--- src/gpib_status_pkg.sv ---
`default_nettype none
package gpib_status_pkg;
    localparam logic [4:0] reg_card_identity = 5'h01;
    localparam logic [4:0] reg_irq_dma = 5'h03;
    localparam logic [4:0] reg_ctrl_status = 5'h05;
    localparam logic [4:0] reg_irq_status_hi = 5'h11;
    localparam logic [4:0] reg_irq_status_lo = 5'h13;
    localparam logic [4:0] reg_iface_status = 5'h15;
    localparam logic [4:0] reg_ctrl_lines = 5'h17;
    localparam logic [4:0] reg_cmd_pass = 5'h1d;
    localparam logic [4:0] reg_data_lines = 5'h1f;
    localparam logic [4:0] reg_enable_lo = 5'h00;
    localparam logic [4:0] reg_enable_hi = 5'h02;
    localparam logic [4:0] reg_own_address = 5'h04;
    localparam int id_jumper_bit = 7;
    localparam int addr_lsb_bit = 8;
    localparam int snap_ndac_bit = 13;
    localparam int snap_nrfd_bit = 12;
    localparam int snap_srq_bit = 10;
    localparam int ctl_active_bit = 6;
    localparam int ctl_system_bit = 7;
    localparam int state_talker_bit = 9;
    localparam logic [15:0] enable_reset = 16'h0000;
    localparam logic [4:0] own_address_reset = 5'h00;
    localparam logic [7:0] float_value = 8'hff;
endpackage
`default_nettype wire

--- src/gpib_byte_decode.sv ---
`default_nettype none
module gpib_byte_decode
(
    input wire logic [4:0] addr,
    output logic read_clears_lo,
    output logic read_clears_hi,
    output logic read_acks_data
);
    // reads that change state
    always_comb
    begin
        read_clears_hi = (addr == gpib_status_pkg::reg_irq_status_hi);
        read_clears_lo = (addr == gpib_status_pkg::reg_irq_status_lo);
        read_acks_data = (addr == gpib_status_pkg::reg_data_lines);
    end
endmodule
`default_nettype wire

--- src/gpib_status_interrupt_view.sv ---
// Notes on behaviour
// - identity top bit shows jumper fitted
// - identity low seven bits fixed code
// - built-in variant floats the identity byte
// - snapshot: control lines high, data low
// - handshake bits valid only when talker
// - srq bit valid only as controller
// - bit 8 holds last address lsb
// - enable mask mirrors cause bit positions
// - fixed byte read map offsets
// - cause and data reads change state
`default_nettype none
module gpib_status_interrupt_view
#(
    parameter logic [6:0] card_code = 7'h2a, // arbitrary value
    parameter bit plug_in_card = 1'b1
)
(
    input wire logic core_clk,
    input wire logic rst,
    input wire logic [4:0] byte_port_addr,
    input wire logic byte_port_read,
    input wire logic byte_port_write,
    input wire logic [7:0] byte_port_wdata,
    output logic [7:0] byte_port_rdata,
    input wire logic jumper_fitted,
    input wire logic [15:0] cause_events,
    input wire logic [7:0] bus_ctrl_lines,
    input wire logic [7:0] bus_data_lines,
    input wire logic [15:0] iface_state_in,
    input wire logic addr_recognised,
    input wire logic [7:0] recognised_address,
    input wire logic [7:0] unknown_command,
    input wire logic [7:0] irq_dma_bits,
    output logic data_read_ack,
    output logic [4:0] own_address,
    output logic irq
);
    ////////////////////////////////////////////////////////////////
    logic [15:0] cause, next_cause;
    logic [15:0] enable, next_enable;
    logic [4:0] next_own_address;
    logic last_addr_lsb, next_last_addr_lsb;
    logic [7:0] next_rdata;
    logic next_data_read_ack;
    logic clr_lo, clr_hi, acks_data;
    logic [15:0] state_word, snapshot;

    gpib_byte_decode u_decode
    (
        .addr(byte_port_addr),
        .read_clears_lo(clr_lo),
        .read_clears_hi(clr_hi),
        .read_acks_data(acks_data)
    );

    always_comb
    begin
        state_word = iface_state_in;
        state_word[gpib_status_pkg::addr_lsb_bit] = last_addr_lsb;
        snapshot = {bus_ctrl_lines, bus_data_lines};
        // stale values would mislead software, so invalid bits read zero
        if (!iface_state_in[gpib_status_pkg::state_talker_bit])
        begin
            snapshot[gpib_status_pkg::snap_ndac_bit] = 1'b0;
            snapshot[gpib_status_pkg::snap_nrfd_bit] = 1'b0;
        end
        if (!iface_state_in[gpib_status_pkg::ctl_active_bit])
        begin
            snapshot[gpib_status_pkg::snap_srq_bit] = 1'b0;
        end
    end

    ////////////////////////////////////////////////////////////////
    always_comb
    begin
        next_cause = cause;
        next_enable = enable;
        next_own_address = own_address;
        next_last_addr_lsb = last_addr_lsb;
        next_data_read_ack = byte_port_read && acks_data;
        if (byte_port_read && clr_hi)
        begin
            next_cause[15:8] = 8'h00;
        end
        if (byte_port_read && clr_lo)
        begin
            next_cause[7:0] = 8'h00;
        end
        next_cause = next_cause | cause_events; // set beats clear
        if (addr_recognised)
        begin
            next_last_addr_lsb = recognised_address[0];
        end
        if (byte_port_write)
        begin
            case (byte_port_addr)
                gpib_status_pkg::reg_enable_lo: next_enable[7:0] = byte_port_wdata;
                gpib_status_pkg::reg_enable_hi: next_enable[15:8] = byte_port_wdata;
                gpib_status_pkg::reg_own_address: next_own_address = byte_port_wdata[4:0];
                default: next_enable = next_enable;
            endcase
        end
        next_rdata = 8'h00;
        if (byte_port_read)
        begin
            case (byte_port_addr)
                gpib_status_pkg::reg_card_identity:
                    next_rdata = plug_in_card ? {jumper_fitted, card_code}
                                              : gpib_status_pkg::float_value;
                gpib_status_pkg::reg_irq_dma: next_rdata = irq_dma_bits;
                gpib_status_pkg::reg_ctrl_status: next_rdata = state_word[7:0];
                gpib_status_pkg::reg_irq_status_hi: next_rdata = cause[15:8];
                gpib_status_pkg::reg_irq_status_lo: next_rdata = cause[7:0];
                gpib_status_pkg::reg_iface_status: next_rdata = state_word[15:8];
                gpib_status_pkg::reg_ctrl_lines: next_rdata = snapshot[15:8];
                gpib_status_pkg::reg_cmd_pass: next_rdata = unknown_command;
                gpib_status_pkg::reg_data_lines: next_rdata = snapshot[7:0];
                gpib_status_pkg::reg_enable_lo: next_rdata = enable[7:0];
                gpib_status_pkg::reg_enable_hi: next_rdata = enable[15:8];
                default: next_rdata = 8'h00;
            endcase
        end
    end

    always_ff @(posedge core_clk or posedge rst)
    begin
        if (rst)
        begin
            cause <= 16'h0000;
            enable <= gpib_status_pkg::enable_reset;
            own_address <= gpib_status_pkg::own_address_reset;
            last_addr_lsb <= 1'b0;
            byte_port_rdata <= 8'h00;
            data_read_ack <= 1'b0;
        end
        else
        begin
            cause <= next_cause;
            enable <= next_enable;
            own_address <= next_own_address;
            last_addr_lsb <= next_last_addr_lsb;
            byte_port_rdata <= next_rdata;
            data_read_ack <= next_data_read_ack;
        end
    end

    assign irq = |(cause & enable);

    ////////////////////////////////////////////////////////////////
    // offsets that return data on a read; the rest read zero
    function automatic logic read_mapped(input logic [4:0] a);
        case (a)
            gpib_status_pkg::reg_card_identity,
            gpib_status_pkg::reg_irq_dma,
            gpib_status_pkg::reg_ctrl_status,
            gpib_status_pkg::reg_irq_status_hi,
            gpib_status_pkg::reg_irq_status_lo,
            gpib_status_pkg::reg_iface_status,
            gpib_status_pkg::reg_ctrl_lines,
            gpib_status_pkg::reg_cmd_pass,
            gpib_status_pkg::reg_data_lines,
            gpib_status_pkg::reg_enable_lo,
            gpib_status_pkg::reg_enable_hi: read_mapped = 1'b1;
            default: read_mapped = 1'b0;
        endcase
    endfunction

    ////////////////////////////////////////////////////////////////
    chk_id_jumper_bit: assert property (@(posedge core_clk) disable iff (rst)
        byte_port_read && byte_port_addr == gpib_status_pkg::reg_card_identity && plug_in_card
        |=> byte_port_rdata[7] == $past(jumper_fitted))
        else $error("identity jumper bit wrong");
    chk_id_code: assert property (@(posedge core_clk) disable iff (rst)
        byte_port_read && byte_port_addr == gpib_status_pkg::reg_card_identity && plug_in_card
        |=> byte_port_rdata[6:0] == card_code)
        else $error("identity code wrong");
    // a write in the same cycle could move the mask, so it is left out
    chk_irq_level: assert property (@(posedge core_clk) disable iff (rst)
        (cause_events & enable) != 16'h0000 && !byte_port_write |=> irq)
        else $error("irq level mismatch");
    chk_irq_quiet: assert property (@(posedge core_clk) disable iff (rst)
        enable == 16'h0000 && !byte_port_write |=> !irq)
        else $error("irq raised with empty mask");
    chk_event_sticky: assert property (@(posedge core_clk) disable iff (rst)
        cause_events[0] |=> cause[0])
        else $error("event lost");
    chk_read_clears: assert property (@(posedge core_clk) disable iff (rst)
        byte_port_read && clr_hi && cause_events[15:8] == 8'h00 |=> cause[15:8] == 8'h00)
        else $error("cause not cleared by read");
    chk_lsb_held: assert property (@(posedge core_clk) disable iff (rst)
        addr_recognised |=> last_addr_lsb == $past(recognised_address[0]))
        else $error("address lsb not captured");
    chk_srq_masked: assert property (@(posedge core_clk) disable iff (rst)
        !iface_state_in[gpib_status_pkg::ctl_active_bit] |-> !snapshot[gpib_status_pkg::snap_srq_bit])
        else $error("srq shown when not controller");
    chk_talk_masked: assert property (@(posedge core_clk) disable iff (rst)
        !iface_state_in[gpib_status_pkg::state_talker_bit] |-> snapshot[13:12] == 2'b00)
        else $error("handshake shown when not talker");
    chk_enable_write: assert property (@(posedge core_clk) disable iff (rst)
        byte_port_write && byte_port_addr == gpib_status_pkg::reg_enable_lo
        |=> enable[7:0] == $past(byte_port_wdata))
        else $error("enable write lost");
    chk_enable_hi_write: assert property (@(posedge core_clk) disable iff (rst)
        byte_port_write && byte_port_addr == gpib_status_pkg::reg_enable_hi
        |=> enable[15:8] == $past(byte_port_wdata))
        else $error("enable high write lost");
    chk_enable_lo_read: assert property (@(posedge core_clk) disable iff (rst)
        byte_port_read && byte_port_addr == gpib_status_pkg::reg_enable_lo
        |=> byte_port_rdata == $past(enable[7:0]))
        else $error("enable low read wrong");
    chk_enable_hi_read: assert property (@(posedge core_clk) disable iff (rst)
        byte_port_read && byte_port_addr == gpib_status_pkg::reg_enable_hi
        |=> byte_port_rdata == $past(enable[15:8]))
        else $error("enable high read wrong");
    chk_builtin_float: assert property (@(posedge core_clk) disable iff (rst)
        byte_port_read && byte_port_addr == gpib_status_pkg::reg_card_identity && !plug_in_card
        |=> byte_port_rdata == gpib_status_pkg::float_value)
        else $error("built-in identity not floating");
    // lines valid in every role: atn, dav, eoi, ifc, ren
    chk_ctrl_lines: assert property (@(posedge core_clk) disable iff (rst)
        byte_port_read && byte_port_addr == gpib_status_pkg::reg_ctrl_lines
        |=> (byte_port_rdata & 8'hcb) == ($past(bus_ctrl_lines) & 8'hcb))
        else $error("control lines wrong");
    chk_data_lines: assert property (@(posedge core_clk) disable iff (rst)
        byte_port_read && byte_port_addr == gpib_status_pkg::reg_data_lines
        |=> byte_port_rdata == $past(bus_data_lines))
        else $error("data lines wrong");
    chk_talk_shown: assert property (@(posedge core_clk) disable iff (rst)
        byte_port_read && byte_port_addr == gpib_status_pkg::reg_ctrl_lines
        && iface_state_in[gpib_status_pkg::state_talker_bit]
        |=> byte_port_rdata[5:4] == $past(bus_ctrl_lines[5:4]))
        else $error("handshake hidden while talker");
    chk_srq_shown: assert property (@(posedge core_clk) disable iff (rst)
        byte_port_read && byte_port_addr == gpib_status_pkg::reg_ctrl_lines
        && iface_state_in[gpib_status_pkg::ctl_active_bit]
        |=> byte_port_rdata[2] == $past(bus_ctrl_lines[2]))
        else $error("srq hidden while controller");
    chk_iface_word: assert property (@(posedge core_clk) disable iff (rst)
        byte_port_read && byte_port_addr == gpib_status_pkg::reg_iface_status
        |=> byte_port_rdata[7:1] == $past(iface_state_in[15:9]))
        else $error("interface status wrong");
    chk_lsb_in_word: assert property (@(posedge core_clk) disable iff (rst)
        byte_port_read && byte_port_addr == gpib_status_pkg::reg_iface_status
        |=> byte_port_rdata[0] == $past(last_addr_lsb))
        else $error("address lsb not shown");
    chk_ctrl_status: assert property (@(posedge core_clk) disable iff (rst)
        byte_port_read && byte_port_addr == gpib_status_pkg::reg_ctrl_status
        |=> byte_port_rdata == $past(iface_state_in[7:0]))
        else $error("controller status wrong");
    chk_irq_dma: assert property (@(posedge core_clk) disable iff (rst)
        byte_port_read && byte_port_addr == gpib_status_pkg::reg_irq_dma
        |=> byte_port_rdata == $past(irq_dma_bits))
        else $error("interrupt dma status wrong");
    chk_cmd_pass: assert property (@(posedge core_clk) disable iff (rst)
        byte_port_read && byte_port_addr == gpib_status_pkg::reg_cmd_pass
        |=> byte_port_rdata == $past(unknown_command))
        else $error("command pass-through wrong");
    chk_cause_hi_read: assert property (@(posedge core_clk) disable iff (rst)
        byte_port_read && byte_port_addr == gpib_status_pkg::reg_irq_status_hi
        |=> byte_port_rdata == $past(cause[15:8]))
        else $error("cause high read wrong");
    chk_cause_lo_read: assert property (@(posedge core_clk) disable iff (rst)
        byte_port_read && byte_port_addr == gpib_status_pkg::reg_irq_status_lo
        |=> byte_port_rdata == $past(cause[7:0]))
        else $error("cause low read wrong");
    chk_own_write: assert property (@(posedge core_clk) disable iff (rst)
        byte_port_write && byte_port_addr == gpib_status_pkg::reg_own_address
        |=> own_address == $past(byte_port_wdata[4:0]))
        else $error("own address write lost");
    chk_clears_lo: assert property (@(posedge core_clk) disable iff (rst)
        byte_port_read && clr_lo && cause_events[7:0] == 8'h00 |=> cause[7:0] == 8'h00)
        else $error("cause low not cleared by read");
    chk_data_ack: assert property (@(posedge core_clk) disable iff (rst)
        byte_port_read && byte_port_addr == gpib_status_pkg::reg_data_lines
        |=> data_read_ack)
        else $error("data read not acknowledged");
    chk_ack_pulse: assert property (@(posedge core_clk) disable iff (rst)
        !(byte_port_read && byte_port_addr == gpib_status_pkg::reg_data_lines)
        |=> !data_read_ack)
        else $error("data ack without data read");
    chk_rdata_idle: assert property (@(posedge core_clk) disable iff (rst)
        !byte_port_read |=> byte_port_rdata == 8'h00)
        else $error("read data without a read");
    chk_unmapped_zero: assert property (@(posedge core_clk) disable iff (rst)
        byte_port_read && !read_mapped(byte_port_addr) |=> byte_port_rdata == 8'h00)
        else $error("unmapped read not zero");
    // every cause bit is sticky until its own byte is read
    generate
        for (genvar g = 0; g < 16; g++)
        begin : cause_bits
            chk_cause_set: assert property (@(posedge core_clk) disable iff (rst)
                cause_events[g] |=> cause[g])
                else $error("cause bit lost");
            chk_cause_hold: assert property (@(posedge core_clk) disable iff (rst)
                cause[g] && !(byte_port_read && (g < 8 ? clr_lo : clr_hi)) |=> cause[g])
                else $error("cause bit dropped");
        end
    endgenerate
    cov_unmapped: cover property (@(posedge core_clk) disable iff (rst)
        byte_port_read && !read_mapped(byte_port_addr));
    cov_data_ack: cover property (@(posedge core_clk) disable iff (rst) data_read_ack);
    cov_irq: cover property (@(posedge core_clk) disable iff (rst) $rose(irq));
    cov_id_read: cover property (@(posedge core_clk) disable iff (rst)
        byte_port_read && byte_port_addr == gpib_status_pkg::reg_card_identity);
    cov_clear: cover property (@(posedge core_clk) disable iff (rst) byte_port_read && clr_lo);
endmodule
`default_nettype wire

--- config.mk ---
export PLATFORM = sky130hd
export DESIGN_NAME = gpib_status_interrupt_view
export DESIGN_NICKNAME = d
export VERILOG_FILES = /design/src/gpib_status_pkg.sv /design/src/gpib_byte_decode.sv /design/src/gpib_status_interrupt_view.sv
export SDC_FILE = /design/constraint.sdc
export NUM_CORES = 1
export LEC_CHECK = 0
export BUFFER_PORTS_ARGS = -buffer_cell sky130_fd_sc_hd__buf_4
export CAP_MARGIN = 20
export CORE_UTILIZATION = 35
export CTS_BUF_LIST = sky130_fd_sc_hd__clkbuf_4
export CTS_CLUSTER_SIZE = 12
export DETAILED_ROUTE_END_ITERATION = 7
export HOLD_SLACK_MARGIN = 0.1
export MAX_ROUTING_LAYER = met4
export PLACE_DENSITY_LB_ADDON = 0.08
export SETUP_SLACK_MARGIN = 0.4
export SYNTH_ARGS = -nofsm -noshare
export SYNTH_HDL_FRONTEND = slang
export SYNTH_SLANG_ARGS = --single-unit
--- constraint.sdc ---
create_clock -name core_clk -period 1.21 [get_ports core_clk]
set_input_delay 0 -clock core_clk [delete_from_list [all_inputs] [get_ports core_clk]]
set_output_delay 0 -clock core_clk [all_outputs]
set_load 0.005 [all_outputs]
==> impl_metrics.csv <==
group,metric,value,unit
status,outcome,"finished with violations",
status,violations,"hold timing, setup timing",
critical_path,worstPathRequired,1210,ps
global_route,antenna_found_initial,0,
critical_path,path_cells,"buf_6 -> a22o_1 -> a221oi_2 -> nand4_1 -> buf_4",
critical_path,crit_slowest_cell,"dfrtp_1",
clock_network,clkTransAtPathRegs,150,ps
synth,netlist_area,0.00259,mm2
synth,synth-edff-count,0,
cells_and_area,drive_gt1_share,53.6,%
timing,finalSetupTns,-769,ps
timing,period_minus_slack,1570,ps
global_route,grt.total_usage,26.1,%
die,start_util,36.0,%
global_route,grt_max_degree,33,
critical_path,critPathMaxFanout,2,
global_route,grt_pass1_wl,14400,um
clock_network,clock_latency,370,ps
timing,fin_crit_sh,130,%
timing,hold_violations,1,
critical_path,path_buf_inv,2,
power,peakVddDrop,0.767,mV
timing,slew_violations,0,
die,core-area,0.00721,mm2
global_route,first_global_vias,2792,
clock_network,cts_max_level,2,
cells_and_area,antennaDiodeCount,0,
critical_path,critical-path-top-delay-family,"flip-flops",
drt,wirelength,9570,um
placed_design,dp_slack,-109,ps
drt,dr.pass1.iters,4,
synth,synth_nets,321,
timing,whs,-26.7,ps
clock_network,root_buffer,"clkbuf_4",
synth,ys_seq_area_share,45.3,%
die,dieArea,0.00776,mm2
synth,ys.flop_type,"dfrtp_1",
placed_design,numPortBuffers,97,
timing,setup_viol,7,
power,power.leakage,2.19,nW
drt,vias_per_cell,5.09,
clock_network,cts_buffer_depth,2,
critical_path,max_stage_delay,420,ps
drt,drt_first_iter_violations,114,
die,fp.dieW,88.1,um
critical_path,critPathCaptureType,"output pin",
synth,yosys.area.top_type,"dfrtp_1",
synth,synth.ff_latch_count,47,
timing,fin_ws,-365,ps
synth,synth.most_common_cell,"dfrtp_1",
synth,yosys-top-cells-area,"dfrtp_1, mux2_2, mux2i_1, a21o_1, mux2_4",
timing,finClkSkew,5.82,ps
flow_run,maxCapViolCount,0,
synth,ys_async_sr_fraction,100,%
die,rows,31,
synth,ys_types,46,
clock_network,clock-sinks,47,
synth,synth_common_cells,"dfrtp_1, mux2_2, a21o_1",
timing,fmax,0.635,GHz
min_path,min_path_type,"in2reg",
synth,synth_cells,230,
timing,worstMarginPinSlew,416,ps
drt,antenna_left,0,
die,io_pins,106,
synth,syn_area_per_cell,11.3,um2
die,die_h,88.1,um
cells_and_area,syn_to_final_growth,81.4,%
clock_network,cts_tree,"done",
cells_and_area,fin_nets,523,
timing,rsz0062_at_grt,"true",
synth,ys_warn_count,0,
critical_path,start_kind,"flip-flop",
drt,wl_per_cell,18.0,um
placed_design,gp_congestion,0.858,
global_route,grt-ovfl-total,0,
drt,vias,2706,
placed_design,dpl.hpwl,7040,um
critical_path,arrival,1570,ps
synth,netlist.area_leader.share,45.3,%
drt,drc,0,
power,p_per_area,870,mW/mm2
clock_network,cts_inserted_buffers,5,
critical_path,critPathKind,"reg2out",
timing,slew_headroom,72.2,%
cell families after synthesis:
group	share of synthesized area, %
buffers and inverters	3.91
and+or+nand+nor	13.2
DFF	45.3
muxes	17.9
AOI/OAI and AO/OA	19.6
cell usage in the layout, fill, tap and decap left out, types with 3 or more instances in the layout:
master	Yosys	routed
nor2_4	2	5
mux2i_1	12	12
nor3_1	4	3
buf_6	3	29
o21ai_1	1	3
a221oi_2	0	5
and2_1	4	3
mux2_2	18	9
nand2_4	1	4
dfrtp_1	47	47
nand2_1	11	9
buf_4	4	128
buf_12	0	6
mux2_4	8	17
a31oi_1	5	5
a21o_1	16	16
o21ai_0	7	4
a21oi_1	9	5
nand3_1	6	6
and3_1	3	3
inv_1	5	4
dlygate4sd3_1	0	43
clkbuf_4	0	6
a21oi_2	0	4
a22o_1	8	8
nor2_1	14	10
state kept, by name, indices dropped and copies added (netlist names):
| register | cells |
|---|---|
| cause | 16 |
| enable | 16 |
| last_addr_lsb | 1 |
| byte_port_rdata | 8 |
| own_address | 5 |
| data_read_ack | 1 |
cell type report:
type	count	area, um2
Sequential cell	47	1180
Multi-Input combinational cell	167	1490
Tap cell	99	124
Clock inverter	2	16.3
Clock buffer	6	45.0
Inverter	5	22.5
Timing Repair Buffer	206	1840
Fill cell	577	2510
timing repair:
| item | CTS | global route |
|---|---|---|
| pin swaps | 5 | 18 |
| hold buffers | 42 | 1 |
| hold endpoints to repair | 94 | 11 |
| cloned | 0 | 0 |
| gates resized for setup | 36 | 25 |
| buffers inserted | 6 | 12 |
| setup endpoints to repair | 47 | 49 |
worst reg2reg max path, delay by kind of cell (launching register included):
family,cells,cell delay (ps)
buffers and inverters,1,130
flip-flops,1,420
AO/OA/AOI/OAI,3,460
multiplexers,1,260
final timing paths:
check                      cells after the start  slack [ps]                      start                           end
setup / recovery                               5        -360      enable[7]$_DFFE_PP0P_                           irq
hold / removal                                 3         -30            irq_dma_bits[2]  byte_port_rdata[2]$_DFF_PP0_
setup reg to reg                               5        -160      enable[7]$_DFFE_PP0P_  byte_port_rdata[7]$_DFF_PP0_
hold reg to reg                                1         530  last_addr_lsb$_DFFE_PP0P_     last_addr_lsb$_DFFE_PP0P_
max in group asynchronous                      4         560                        rst  byte_port_rdata[3]$_DFF_PP0_
min in group asynchronous                      3         170                        rst           cause[15]$_DFF_PP0_
metal layers:
| metal | vias to the layer above | track usage [%] | share of wire, % |
|---|---|---|---|
| met3 | 16 | 3.02 | 5.3 |
| li1 | 1282 | - | - |
| met5 | - | - | 0 |
| met4 | 0 | 6.30 | 2.0 |
| met2 | 104 | 44.3 | 49 |
| met1 | 1304 | 33.3 | 43 |
where the power goes:
group          internal (mW)  leakage [nW]  switching (mW)  total, mW
Clock                  0.259        0.0323           0.570      0.830
Sequential              1.72         0.547           0.134       1.86
Combinational          0.920          1.61           0.489       1.41
through the flow:
stage          instance area, um2  utilization [%]  cells  power, mW
2_1_floorplan                2690                -    230       2.36
3_3_place_gp                 3850             53.4    463       2.92
3_5_place_dp                 3850             53.4    463       2.94
4_1_cts                      4510             62.5    519       4.00
5_1_grt                      4710             65.2    532       4.27
6_report                     4710             65.2    532       4.10
Power figures use the tool's default switching activity.
